**config.mk**
```make
export PLATFORM = sky130hd
export DESIGN_NAME = gpcf_ports
export DESIGN_NICKNAME = d
export VERILOG_FILES = /design/src/inc/gpcf_pkg.sv /design/src/rtl/gpcf_sync.sv /design/src/rtl/gpcf_pad.sv /design/src/rtl/gpcf_ports.sv
export SDC_FILE = /design/constraint.sdc
export NUM_CORES = 1
export LEC_CHECK = 0
export ABC_AREA = 1
export BUFFER_PORTS_ARGS = -buffer_cell sky130_fd_sc_hd__buf_2
export CAP_MARGIN = 25
export CORE_ASPECT_RATIO = 1.75
export CORE_MARGIN = 3
export CORE_UTILIZATION = 30
export DETAILED_ROUTE_END_ITERATION = 12
export GPL_ROUTABILITY_DRIVEN = 0
export PLACE_DENSITY_LB_ADDON = 0.08
export SLEW_MARGIN = 10
export SYNTH_ARGS = -nofsm -noshare
export SYNTH_HDL_FRONTEND = slang
export SYNTH_SLANG_ARGS = --single-unit
```
**constraint.sdc**
```tcl
create_clock -name clk -period 3.1 [get_ports clk]
set_input_delay 0.465 -clock clk [delete_from_list [all_inputs] [get_ports clk]]
set_output_delay 0.465 -clock clk [all_outputs]
set_load 0.05 [all_outputs]
```
**src/inc/gpcf_pkg.sv**
```systemverilog
/*
 * Package for the port C to F general-purpose I/O block: register offsets, widths and reset values.
 * Assumes a core that issues single-cycle register reads and writes in I/O or data space.
 */
package gpcf_pkg;
	localparam int PORT_W = 8;
	localparam int ADDR_W = 16;
	// Short I/O space window and its data-space shift
	localparam logic [ADDR_W-1:0] IO_LAST = 16'h003F;
	localparam logic [ADDR_W-1:0] IO_DATA_BASE = 16'h0020;
	localparam logic [ADDR_W-1:0] EXT_BASE = 16'h0060;
	// Register offsets
	localparam logic [ADDR_W-1:0] OFF_F_PIN = 16'h0000;
	localparam logic [ADDR_W-1:0] OFF_E_PIN = 16'h0001;
	localparam logic [ADDR_W-1:0] OFF_E_DIR = 16'h0002;
	localparam logic [ADDR_W-1:0] OFF_E_OUT = 16'h0003;
	localparam logic [ADDR_W-1:0] OFF_D_PIN = 16'h0010;
	localparam logic [ADDR_W-1:0] OFF_D_DIR = 16'h0011;
	localparam logic [ADDR_W-1:0] OFF_D_OUT = 16'h0012;
	localparam logic [ADDR_W-1:0] OFF_C_PIN = 16'h0013;
	localparam logic [ADDR_W-1:0] OFF_F_DIR = 16'h0061;
	localparam logic [ADDR_W-1:0] OFF_F_OUT = 16'h0062;
	// Reset values
	localparam logic [PORT_W-1:0] RST_OUT = 8'h00;
	localparam logic [PORT_W-1:0] RST_DIR = 8'h00;
	localparam logic [PORT_W-1:0] RST_C_DIR_LEGACY = 8'hFF;
	localparam logic [PORT_W-1:0] ALL_ONES = 8'hFF;
	localparam logic [PORT_W-1:0] ALL_ZEROS = 8'h00;
	// Access space selector
	typedef enum logic [1:0] {
		GPCF_SP_IO = 2'b01,
		GPCF_SP_DATA = 2'b10
	} gpcf_space_t;
endpackage : gpcf_pkg

```
**src/rtl/gpcf_sync.sv**
```systemverilog
/*
 * Two-stage synchroniser for one port's pin levels.
 * Assumes pin levels may change at any time relative to clk.
 */
`timescale 1ns/1ps
`default_nettype none
module gpcf_sync (
	// Clock and reset
	input wire logic clk,
	input wire logic srst,
	// Pins
	input wire logic [gpcf_pkg::PORT_W-1:0] pin_raw,
	output logic [gpcf_pkg::PORT_W-1:0] pin_level
);
	import gpcf_pkg::*;
	logic [PORT_W-1:0] stage1;
	always_ff @(posedge clk) begin
		if (srst) begin
			stage1 <= ALL_ZEROS;
			pin_level <= ALL_ZEROS;
		end else begin
			stage1 <= pin_raw;
			pin_level <= stage1;
		end
	end
endmodule : gpcf_sync
`default_nettype wire

```
**src/rtl/gpcf_pad.sv**
```systemverilog
/*
 * Pad control for one port: output value, output enable and pull-up.
 * Assumes pads with active-low output enable and a separate pull-up enable.
 */
`timescale 1ns/1ps
`default_nettype none
module gpcf_pad (
	// Clock and reset
	input wire logic clk,
	input wire logic srst,
	// Port registers
	input wire logic [gpcf_pkg::PORT_W-1:0] out_data,
	input wire logic [gpcf_pkg::PORT_W-1:0] direction,
	input wire logic pullup_off,
	input wire logic input_only,
	// Pads
	output logic [gpcf_pkg::PORT_W-1:0] pad_out,
	output logic [gpcf_pkg::PORT_W-1:0] pad_oe_n,
	output logic [gpcf_pkg::PORT_W-1:0] pad_pullup
);
	import gpcf_pkg::*;
	always_ff @(posedge clk) begin
		if (srst) begin
			pad_out <= ALL_ZEROS;
			pad_oe_n <= ALL_ONES;
			pad_pullup <= ALL_ZEROS;
		end else if (input_only) begin
			pad_out <= ALL_ZEROS;
			pad_oe_n <= ALL_ONES;
			pad_pullup <= ALL_ZEROS;
		end else begin
			pad_out <= out_data;
			pad_oe_n <= ~direction;
			pad_pullup <= pullup_off ? ALL_ZEROS : (~direction & out_data);
		end
	end
endmodule : gpcf_pad
`default_nettype wire

```
**src/rtl/gpcf_ports.sv**
```systemverilog
/*
 * General-purpose I/O ports C to F: pin-level registers, data and direction registers for D to F, with pad control.
 * Assumes a core issuing single-cycle accesses, tagged as short I/O space or data space.
 */
// Overview of operation
// - Short I/O accesses decode port registers at offsets 0x00 to 0x3F.
// - Data-space accesses reach low I/O registers at offset plus 0x20.
// - Extended registers from data address 0x60 answer only data-space accesses.
// - Legacy mode resets port C to push-pull outputs driving zero.
// - Legacy port C low state is reloaded from legacy_mode on every clock, not only at reset.
// - Legacy mode removes port F data and direction; port F input only.
// - Ports D, E, F data registers are 8-bit read/write, reset 0x00.
// - Ports D, E, F direction registers are 8-bit read/write, reset zero.
// - Pin level registers for C to F are read-only and ignore writes.
// - Port C levels 0x13; D at 0x12/0x11/0x10; E at 0x03/0x02/0x01.
// - Port F data 0x62 and direction 0x61 extended; F levels at 0x00.
// - Input with data set enables pull-up unless globally disabled.
`timescale 1ns/1ps
`default_nettype none
module gpcf_ports (
	// Clock and reset
	input wire logic clk,
	input wire logic srst,
	// Mode controls
	input wire logic legacy_mode,
	input wire logic global_pullup_disable,
	// Register access
	input wire gpcf_pkg::gpcf_space_t acc_space,
	input wire logic [gpcf_pkg::ADDR_W-1:0] acc_addr,
	input wire logic acc_wr,
	input wire logic acc_rd,
	input wire logic [gpcf_pkg::PORT_W-1:0] acc_wdata,
	output logic [gpcf_pkg::PORT_W-1:0] acc_rdata,
	output logic acc_hit,
	// Port C pads
	input wire logic [gpcf_pkg::PORT_W-1:0] port_c_pin_in,
	output logic [gpcf_pkg::PORT_W-1:0] port_c_pin_out,
	output logic [gpcf_pkg::PORT_W-1:0] port_c_pin_oe_n,
	// Port D pads
	input wire logic [gpcf_pkg::PORT_W-1:0] port_d_pin_in,
	output logic [gpcf_pkg::PORT_W-1:0] port_d_pin_out,
	output logic [gpcf_pkg::PORT_W-1:0] port_d_pin_oe_n,
	output logic [gpcf_pkg::PORT_W-1:0] port_d_pullup,
	// Port E pads
	input wire logic [gpcf_pkg::PORT_W-1:0] port_e_pin_in,
	output logic [gpcf_pkg::PORT_W-1:0] port_e_pin_out,
	output logic [gpcf_pkg::PORT_W-1:0] port_e_pin_oe_n,
	output logic [gpcf_pkg::PORT_W-1:0] port_e_pullup,
	// Port F pads
	input wire logic [gpcf_pkg::PORT_W-1:0] port_f_pin_in,
	output logic [gpcf_pkg::PORT_W-1:0] port_f_pin_out,
	output logic [gpcf_pkg::PORT_W-1:0] port_f_pin_oe_n,
	output logic [gpcf_pkg::PORT_W-1:0] port_f_pullup
);
	import gpcf_pkg::*;

	typedef enum logic [3:0] {
		GPCF_R_NONE = 4'd0,
		GPCF_R_F_PIN = 4'd1,
		GPCF_R_E_PIN = 4'd2,
		GPCF_R_E_DIR = 4'd3,
		GPCF_R_E_OUT = 4'd4,
		GPCF_R_D_PIN = 4'd5,
		GPCF_R_D_DIR = 4'd6,
		GPCF_R_D_OUT = 4'd7,
		GPCF_R_C_PIN = 4'd8,
		GPCF_R_F_DIR = 4'd9,
		GPCF_R_F_OUT = 4'd10
	} gpcf_reg_t;

	// Maps a low I/O offset to its register
	function automatic gpcf_reg_t gpcf_low_reg(
		input logic [ADDR_W-1:0] off
	);
		gpcf_reg_t r;
		r = GPCF_R_NONE;
		unique case (off)
			OFF_F_PIN: r = GPCF_R_F_PIN;
			OFF_E_PIN: r = GPCF_R_E_PIN;
			OFF_E_DIR: r = GPCF_R_E_DIR;
			OFF_E_OUT: r = GPCF_R_E_OUT;
			OFF_D_PIN: r = GPCF_R_D_PIN;
			OFF_D_DIR: r = GPCF_R_D_DIR;
			OFF_D_OUT: r = GPCF_R_D_OUT;
			OFF_C_PIN: r = GPCF_R_C_PIN;
			default: r = GPCF_R_NONE;
		endcase
		return r;
	endfunction : gpcf_low_reg

	// Maps an extended data address to its register; none in legacy mode
	function automatic gpcf_reg_t gpcf_ext_reg(
		input logic [ADDR_W-1:0] a,
		input logic legacy
	);
		gpcf_reg_t r;
		r = GPCF_R_NONE;
		if (!legacy && a == OFF_F_DIR) begin
			r = GPCF_R_F_DIR;
		end else if (!legacy && a == OFF_F_OUT) begin
			r = GPCF_R_F_OUT;
		end
		return r;
	endfunction : gpcf_ext_reg

	// Maps an access to its register
	function automatic gpcf_reg_t gpcf_decode(
		input gpcf_space_t sp,
		input logic [ADDR_W-1:0] a,
		input logic legacy
	);
		gpcf_reg_t r;
		r = GPCF_R_NONE;
		if (sp == GPCF_SP_IO && a <= IO_LAST) begin
			r = gpcf_low_reg(a);
		end else if (sp == GPCF_SP_DATA && a >= IO_DATA_BASE && a <= IO_DATA_BASE + IO_LAST) begin
			r = gpcf_low_reg(a - IO_DATA_BASE);
		end else if (sp == GPCF_SP_DATA) begin
			r = gpcf_ext_reg(a, legacy);
		end
		return r;
	endfunction : gpcf_decode

	// Write strobe aimed at one register
	function automatic logic gpcf_wr_to(input gpcf_reg_t target, input gpcf_reg_t cur, input logic we);
		return we && cur == target;
	endfunction : gpcf_wr_to

	// Register select
	gpcf_reg_t sel;
	logic wr_en;

	// Port registers
	logic [PORT_W-1:0] port_d_output_data;
	logic [PORT_W-1:0] port_d_direction;
	logic [PORT_W-1:0] port_e_output_data;
	logic [PORT_W-1:0] port_e_direction;
	logic [PORT_W-1:0] port_f_output_data;
	logic [PORT_W-1:0] port_f_direction;

	// Synchronised pin levels
	logic [PORT_W-1:0] port_c_pin_levels;
	logic [PORT_W-1:0] port_d_pin_levels;
	logic [PORT_W-1:0] port_e_pin_levels;
	logic [PORT_W-1:0] port_f_pin_levels;

	// Read path
	logic [PORT_W-1:0] next_rdata;
	logic next_hit;

	// Decode of the current access
	assign sel = gpcf_decode(acc_space, acc_addr, legacy_mode);

	// Writes are dropped while reset is asserted
	assign wr_en = acc_wr && !srst;

	// Port D data register
	always_ff @(posedge clk) begin
		if (srst) begin
			port_d_output_data <= RST_OUT;
		end else if (gpcf_wr_to(GPCF_R_D_OUT, sel, wr_en)) begin
			port_d_output_data <= acc_wdata;
		end
	end

	// Port D direction register
	always_ff @(posedge clk) begin
		if (srst) begin
			port_d_direction <= RST_DIR;
		end else if (gpcf_wr_to(GPCF_R_D_DIR, sel, wr_en)) begin
			port_d_direction <= acc_wdata;
		end
	end

	// Port E data register
	always_ff @(posedge clk) begin
		if (srst) begin
			port_e_output_data <= RST_OUT;
		end else if (gpcf_wr_to(GPCF_R_E_OUT, sel, wr_en)) begin
			port_e_output_data <= acc_wdata;
		end
	end

	// Port E direction register
	always_ff @(posedge clk) begin
		if (srst) begin
			port_e_direction <= RST_DIR;
		end else if (gpcf_wr_to(GPCF_R_E_DIR, sel, wr_en)) begin
			port_e_direction <= acc_wdata;
		end
	end

	// Port F data register, held at reset value in legacy mode
	always_ff @(posedge clk) begin
		if (srst || legacy_mode) begin
			port_f_output_data <= RST_OUT;
		end else if (gpcf_wr_to(GPCF_R_F_OUT, sel, wr_en)) begin
			port_f_output_data <= acc_wdata;
		end
	end

	// Port F direction register, held at reset value in legacy mode
	always_ff @(posedge clk) begin
		if (srst || legacy_mode) begin
			port_f_direction <= RST_DIR;
		end else if (gpcf_wr_to(GPCF_R_F_DIR, sel, wr_en)) begin
			port_f_direction <= acc_wdata;
		end
	end

	// Port C output value: no data register here, always zero
	always_ff @(posedge clk) begin
		if (srst) begin
			port_c_pin_out <= ALL_ZEROS;
		end else begin
			port_c_pin_out <= ALL_ZEROS;
		end
	end

	// Port C enable: legacy mode drives from reset onward
	always_ff @(posedge clk) begin
		if (srst) begin
			port_c_pin_oe_n <= legacy_mode ? ALL_ZEROS : ALL_ONES;
		end else begin
			port_c_pin_oe_n <= legacy_mode ? ALL_ZEROS : ALL_ONES;
		end
	end

	// Port C pin synchroniser
	gpcf_sync u_sync_c (
		.clk(clk),
		.srst(srst),
		.pin_raw(port_c_pin_in),
		.pin_level(port_c_pin_levels)
	);

	// Port D pin synchroniser
	gpcf_sync u_sync_d (
		.clk(clk),
		.srst(srst),
		.pin_raw(port_d_pin_in),
		.pin_level(port_d_pin_levels)
	);

	// Port E pin synchroniser
	gpcf_sync u_sync_e (
		.clk(clk),
		.srst(srst),
		.pin_raw(port_e_pin_in),
		.pin_level(port_e_pin_levels)
	);

	// Port F pin synchroniser
	gpcf_sync u_sync_f (
		.clk(clk),
		.srst(srst),
		.pin_raw(port_f_pin_in),
		.pin_level(port_f_pin_levels)
	);

	// Port D pad driver
	gpcf_pad u_pad_d (
		.clk(clk),
		.srst(srst),
		.out_data(port_d_output_data),
		.direction(port_d_direction),
		.pullup_off(global_pullup_disable),
		.input_only(1'b0),
		.pad_out(port_d_pin_out),
		.pad_oe_n(port_d_pin_oe_n),
		.pad_pullup(port_d_pullup)
	);

	// Port E pad driver
	gpcf_pad u_pad_e (
		.clk(clk),
		.srst(srst),
		.out_data(port_e_output_data),
		.direction(port_e_direction),
		.pullup_off(global_pullup_disable),
		.input_only(1'b0),
		.pad_out(port_e_pin_out),
		.pad_oe_n(port_e_pin_oe_n),
		.pad_pullup(port_e_pullup)
	);

	// Port F pad driver, input only in legacy mode
	gpcf_pad u_pad_f (
		.clk(clk),
		.srst(srst),
		.out_data(port_f_output_data),
		.direction(port_f_direction),
		.pullup_off(global_pullup_disable),
		.input_only(legacy_mode),
		.pad_out(port_f_pin_out),
		.pad_oe_n(port_f_pin_oe_n),
		.pad_pullup(port_f_pullup)
	);

	// Read mux; pin level registers have no write path
	always_comb begin
		next_rdata = ALL_ZEROS;
		unique case (sel)
			GPCF_R_F_PIN: next_rdata = port_f_pin_levels;
			GPCF_R_E_PIN: next_rdata = port_e_pin_levels;
			GPCF_R_E_DIR: next_rdata = port_e_direction;
			GPCF_R_E_OUT: next_rdata = port_e_output_data;
			GPCF_R_D_PIN: next_rdata = port_d_pin_levels;
			GPCF_R_D_DIR: next_rdata = port_d_direction;
			GPCF_R_D_OUT: next_rdata = port_d_output_data;
			GPCF_R_C_PIN: next_rdata = port_c_pin_levels;
			GPCF_R_F_DIR: next_rdata = port_f_direction;
			GPCF_R_F_OUT: next_rdata = port_f_output_data;
			GPCF_R_NONE: next_rdata = ALL_ZEROS;
		endcase
	end

	// Any access that reaches a mapped register
	assign next_hit = (acc_rd || acc_wr) && sel != GPCF_R_NONE;

	// Registered read data
	always_ff @(posedge clk) begin
		if (srst) begin
			acc_rdata <= ALL_ZEROS;
		end else begin
			acc_rdata <= acc_rd ? next_rdata : ALL_ZEROS;
		end
	end

	// Registered hit flag
	always_ff @(posedge clk) begin
		if (srst) begin
			acc_hit <= 1'b0;
		end else begin
			acc_hit <= next_hit;
		end
	end
endmodule : gpcf_ports
`default_nettype wire

```
# After elaboration in Yosys (flattened, before gate mapping)

Memories as Yosys holds them, arrays and structs flattened.
Cells that the tools add are included.

$add $sub $neg: 1
Multipliers: 0
Divide/modulo/power cells: 0
$lt $le $gt $ge: 3
Eq/ne operators: 14
Shifts and indexed selects: 0
Multiplexer cells: 9
Bitwise operators: 7
Reductions and logical operators: 25

Operator list:

| operator                                                                | count |
|---|---|
| 8-bit case mux with 11 select lines                                     | 1 |
| 16-bit by 7-bit equality test with 1-bit output (second input constant) | 2 |
| 4-bit two-way mux                                                       | 7 |
| 8-bit bitwise AND                                                       | 3 |
| 8-bit inverter                                                          | 3 |
| 11-bit zero test                                                        | 2 |
| 4-bit by 3-bit equality test with 1-bit output (second input constant)  | 4 |
| 16-bit by 6-bit >= comparator with 1-bit output (second input constant) | 1 |
| 16-bit by 6-bit <= comparator with 1-bit output (second input constant) | 1 |
| 16-bit by 7-bit <= comparator with 1-bit output (second input constant) | 1 |
| 16-bit by 6-bit subtractor with 16-bit output (second input constant)   | 1 |
| 1-bit logical AND                                                       | 13 |
| 4-bit equality test (second input constant)                             | 3 |
| 4-bit by 2-bit equality test with 1-bit output (second input constant)  | 2 |
| 8-bit two-way mux                                                       | 1 |
| 2-bit OR reduction                                                      | 3 |
| 4-bit by 1-bit equality test with 1-bit output (second input constant)  | 1 |
| 4-bit zero test                                                         | 1 |
| 4-bit nonzero test                                                      | 1 |
| 3-bit OR reduction                                                      | 1 |
| 2-bit by 1-bit equality test with 1-bit output (second input constant)  | 1 |
| 2-bit equality test (second input constant)                             | 1 |
| 1-bit zero test                                                         | 2 |
| 1-bit logical OR                                                        | 2 |
| 1-bit inverter                                                          | 1 |

Register bits: 201
Bits in latches: 0
Memory bits (writable): 0
ROM bits: 256
Output and inout port bits: 97
Logic and storage cells: 87
Memories kept: 2

Memory list:

| name             | depth | bits a word | read ports | clocked after Yosys merged registers in | wr ports | RTL line         | RTL |
|---|---|---|---|---|---|---|---|
| (name not given) | 32    | 4           | 1          | 0                                       | 0        | gpcf_ports.sv:77 | `unique case (off)` |
| (name not given) | 32    | 4           | 1          | 0                                       | 0        | gpcf_ports.sv:77 |  |

# Depth between registers and ports, before layout

Depth in word-level cells: 9
Depth in mapped cells: 19
Depth with buffers taken out: 18

# Modules after synthesis

Synthesis repeated with hierarchy kept, for this count alone.

Cells, all modules: 935
Area total of the unflattened synthesis: 7343.3 µm²

Modules (own cells, without submodules):

| module     | instances | cells each | area an instance (µm²) | seq. area each (µm²) |
|---|---|---|---|---|
| gpcf_ports | 1         | 504        | 3385.7                 | 1161.1 |
| gpcf_pad   | 3         | 77         | 686.9                  | 480.5 |
| gpcf_sync  | 4         | 50         | 474.2                  | 320.3 |

# Least setup slack after synthesis

OpenSTA, ideal clock, no wires.

Kind: input to register
From: input port acc_addr[15] in the netlist's numbering
To: register port_d_direction[6]
Library setup time: 119 ps
Data arrival time: 2022 ps
Data required time: 2981 ps
Setup slack: 958 ps
Cell stages on the path: 13
Buffers on the path: 1
Path through: nor2_1 > nand2_1 > nor2_4 > inv_1 > nor2_1 > nand4_1 > a21oi_2 > nand2_2 > nor2_4 > nand2_2 > buf_2 > nand3_1 > o21ai_1

Cells in the longest elaborated chain, start to end: 9
Elaborated cells between the ends (all ways): 22
Those cells by class: add/sub (1); order compare (3); eq/ne (3); mux (7); reduce/logical (8)

RTL lines:

| element                                                                                               | RTL line          | RTL |
|---|---|---|
| start: declaration                                                                                    | gpcf_ports.sv:29  | `input wire logic [gpcf_pkg::ADDR_W-1:0] acc_addr,` |
| parallel branches: the longest is 6 deep, another holds 16-bit by 6-bit subtractor with 16-bit output | n/a               |  |
| 4-bit two-way mux (*)                                                                                 | gpcf_ports.sv:114 | `if (sp == GPCF_SP_IO && a <= IO_LAST) begin` |
| 4-bit by 3-bit equality test with 1-bit output (*)                                                    | gpcf_ports.sv:126 | `return we && cur == target;` |
| 1-bit logical AND (*)                                                                                 | gpcf_ports.sv:126 |  |
| end signal: assignment                                                                                | gpcf_ports.sv:171 | `port_d_direction <= acc_wdata;` |
| end: declaration                                                                                      | gpcf_ports.sv:135 | `logic [PORT_W-1:0] port_d_direction;` |

Every way passes the cells marked *.
A chain may end at the register's enable or synchronous reset.

# Final worst setup path

From: input port acc_addr[7] in the netlist's numbering
To: register acc_rdata[6] in the netlist's numbering

Cells in the longest elaborated chain, start to end: 9
Elaborated cells between the ends (all ways): 32
Those cells by class: add/sub (1); order compare (3); eq/ne (12); mux (8); reduce/logical (8)

RTL lines:

| element                                                                                               | RTL line          | RTL |
|---|---|---|
| parallel branches: the longest is 6 deep, another holds 16-bit by 6-bit subtractor with 16-bit output | n/a               |  |
| 4-bit two-way mux (*)                                                                                 | gpcf_ports.sv:114 |  |
| 4-bit equality test, or another cell as far along                                                     | gpcf_ports.sv:303 | `unique case (sel)` |
| 8-bit case mux with 11 select lines (*)                                                               | gpcf_ports.sv:303 |  |
| end signal: assignment                                                                                | gpcf_ports.sv:326 | `acc_rdata <= acc_rd ? next_rdata : ALL_ZEROS;` |
| end: declaration                                                                                      | gpcf_ports.sv:33  | `output logic [gpcf_pkg::PORT_W-1:0] acc_rdata,` |

Marks and branches as above.

==> flow_summary_export.csv <==
group,metric,value,unit
layout,area_growth_syn_to_layout,22.2,%
worst_setup_path,critPathKind,"primary input to flop",
yosys,yosysUniqueCellTypes,32,
power,powerDensity,567,nW/um^2
die,io_pins,161,
drt,drt-initial-drc-count,275,
sta,drv_slew,0,
min_path,hp-class,"primary input to flop",
die,die_height,208,um
die,die_x,121,um
run_status,status,"finished, final reports clean",
yosys,ys_top_cells_by_area,"dfxtp_1 56%, inv_1 8.1%, nand2_1 7.8%, nor2_1 7.5%, nand3_1 5.1%",
worst_setup_path,crit_chain,"buf_2 > nor2_1 > inv_2 > nor3_2 > nand2_2 > nand2_2 > nand3_1 > nor2_2 > inv_2 > a21oi_4 > buf_4 > nand3_1 > nand2_1 > nor2_1 > nand3_1 > nand2_1 > inv_1",
yosys,syn_avg_cell_area,7.93,sq um
yosys,ys_ff_latch,194,
drt,via_per_inst,4.16,
worst_setup_path,end_kind,"flop",
global_route,antenna_found_initial,0,
drt,drtPass1Iterations,4,
yosys,netlist.top_cell.by_area,"dfxtp_1",
worst_setup_path,cp.arrival,2640,ps
drt,finalWirelength,19600,um
sta,skew,9.36,ps
clock_network,cts.sink_count,194,
yosys,ys_seq_area_frac,0.556,
sta,rsz0062_at_grt,"false",
die,core,22800,sq um
sta,fin_crit_sh,0.728,
layout,nets,1095,
clock_network,postCtsSetupBuffers,0,
drt,routedWlPerCell,14.6,um
clock_network,cts_tree,"yes",
worst_setup_path,crit_top_cell,"nand3_1",
global_route,grt_pass1_wl,30600,um
worst_setup_path,start_kind,"primary input",
clock_network,htree_levels,4,
worst_setup_path,cp_data_required_time,3480,ps
global_route,grtUsageTotal,0.160,
yosys,synth_top_area_frac,0.556,
worst_setup_path,slowest_delay,260,ps
sta,hold_slack,226,ps
sta,period_needed,2260,ps
layout,drive_gt1_frac,0.222,
worst_setup_path,critPathSlowestCell,"a21oi_4",
layout,finish.utilization,0.374,
sta,tightest_slew,860,ps
yosys,yosysWarnings,0,
placed_design,dp_hpwl,15200,um
die,dieArea,25200,sq um
sta,hold_viol,0,
clock_network,clk_latency,430,ps
layout,fill_cells,2505,
layout,fin_area,8540,sq um
die,placementRows,73,
sta,fin_ws,842,ps
clock_network,numCtsBuffers,17,
placed_design,place_ws,408,ps
sta,max_freq,443,MHz
worst_setup_path,cp_max_fo,10,
clock_network,cts_buffer_depth,2,
run,cap_violations,0,
sta,relSlewSlack,0.427,
drt,vias,5570,
clock_network,clk_pin_slew,70,ps
die,initial_utilization,0.306,
power,ir_drop,0.338,mV
yosys,postSynthCellCount,881,
clock_network,cts_root_buf,"clkbuf_16",
global_route,grt_overflow_total,0,
clock_network,hold_buffers,0,
yosys,netlist_area,6990,sq um
global_route,grt_pass1_vias,5506,
sta,fin_tns_setup,0,ps
placed_design,io_buffers,152,
power,p_leak,0.00408,uW
drt,drc,0,
drt,antenna_left,0,
layout,n_antenna_cell,0,
global_route,grt_max_degree,81,
placed_design,place_area,7970,sq um
sta,setup_viol,0,
clock_network,cts_resized,0,
cells by family (layout without fill, tap and decap cells):
group	after synthesis	after routing	share of synthesized area
and+or+nand+nor	410	410	0.261
AOI/OAI and AO/OA	70	70	0.0545
buffers and inverters	201	351	0.119
DFF	194	194	0.556
other	1	8	0.000537
adders and majority gates	5	5	0.00896
power breakdown:
| part | switching (uW) | total (uW) | internal, uW | leakage [uW] |
|---|---|---|---|---|
| Clock | 1020 | 2090 | 1070 | 0.000267 |
| Sequential | 11.7 | 2540 | 2530 | 0.00158 |
| Combinational | 152 | 213 | 61.0 | 0.00224 |
path summary, 6_finish.rpt:
| path | start | endpoint | slack (ps) | cells past startpoint |
|---|---|---|---|---|
| max reg2reg | port_e_direction[6]$_SDFFE_PP0P_ | acc_rdata[6]$_SDFF_PP0_ | 2050 | 6 |
| min | port_c_pin_in[0] | u_sync_c.stage1[0]$_SDFF_PP0_ | 230 | 3 |
| max | acc_addr[7] | acc_rdata[6]$_SDFF_PP0_ | 840 | 17 |
| min reg2reg | u_sync_f.stage1[2]$_SDFF_PP0_ | u_sync_f.pin_level[2]$_SDFF_PP0_ | 400 | 2 |
per-stage QoR:
step	total power (uW)	std cells
5_1_grt	5070	1338
6_report	4840	1338
3_5_place_dp	2820	1307
2_1_floorplan	2740	888
3_3_place_gp	2820	1307
4_1_cts	4920	1338
cell usage in the layout, fill, tap and decap left out, types with 3 or more instances in the layout:
cell	n
nor3_1	24
inv_6	4
conb_1	8
nand2_2	10
buf_2	152
clkinvlp_4	3
o21ai_0	19
nand2_1	145
buf_4	8
a21oi_1	17
nor2_1	140
nand3_1	71
clkbuf_16	17
o21ai_1	29
nor2_2	3
inv_1	151
dfxtp_1	194
nor2_4	5
ha_1	5
nand3_2	6
inv_2	7
critical path: cells and delay by family:
family | cells | cell delay [ps]
AND/OR/NAND/NOR | 11 | 1370
AO/OA/AOI/OAI | 1 | 260
buffers and inverters | 5 | 520
final cells by class:
class	count	area, sq um	share of cell area
clock inverters	13	124	0.0145
multi-input cells	493	2290	0.269
inverters	160	601	0.0704
flip-flops and latches	194	3880	0.455
well taps	300	375	0.0440
clock buffers	18	439	0.0514
repair buffers	160	821	0.0961
synthesized netlist by cell type:
master	number
dfxtp_1	194
inv_1	151
nand2_1	145
nor2_1	140
nand3_1	71
o21ai_1	29
nor3_1	24
o21ai_0	19
a21oi_1	17
buf_4	17
clkbuf_1	15
nand2_2	10
buf_2	7
inv_2	7
nand3_2	6
ha_1	5
nor2_4	5
nor2_2	3
a21oi_2	2
clkinv_1	2
a211oi_2	1
a21oi_4	1
a32oi_1	1
buf_1	1
buf_6	1
conb_1	1
nand3_4	1
nand4_1	1
nor2_8	1
nor3_2	1
nor3_4	1
nor3b_1	1
metal layers:
metal / part of all wire / up-vias / track usage
met5: 0 / - / 0
met4: 0.021 / 0 / 0.0631
met3: 0.036 / 22 / 0.0275
met2: 0.57 / 138 / 0.307
met1: 0.38 / 2469 / 0.169
li1: - / 2941 / -
Power figures use the tool's default switching activity.
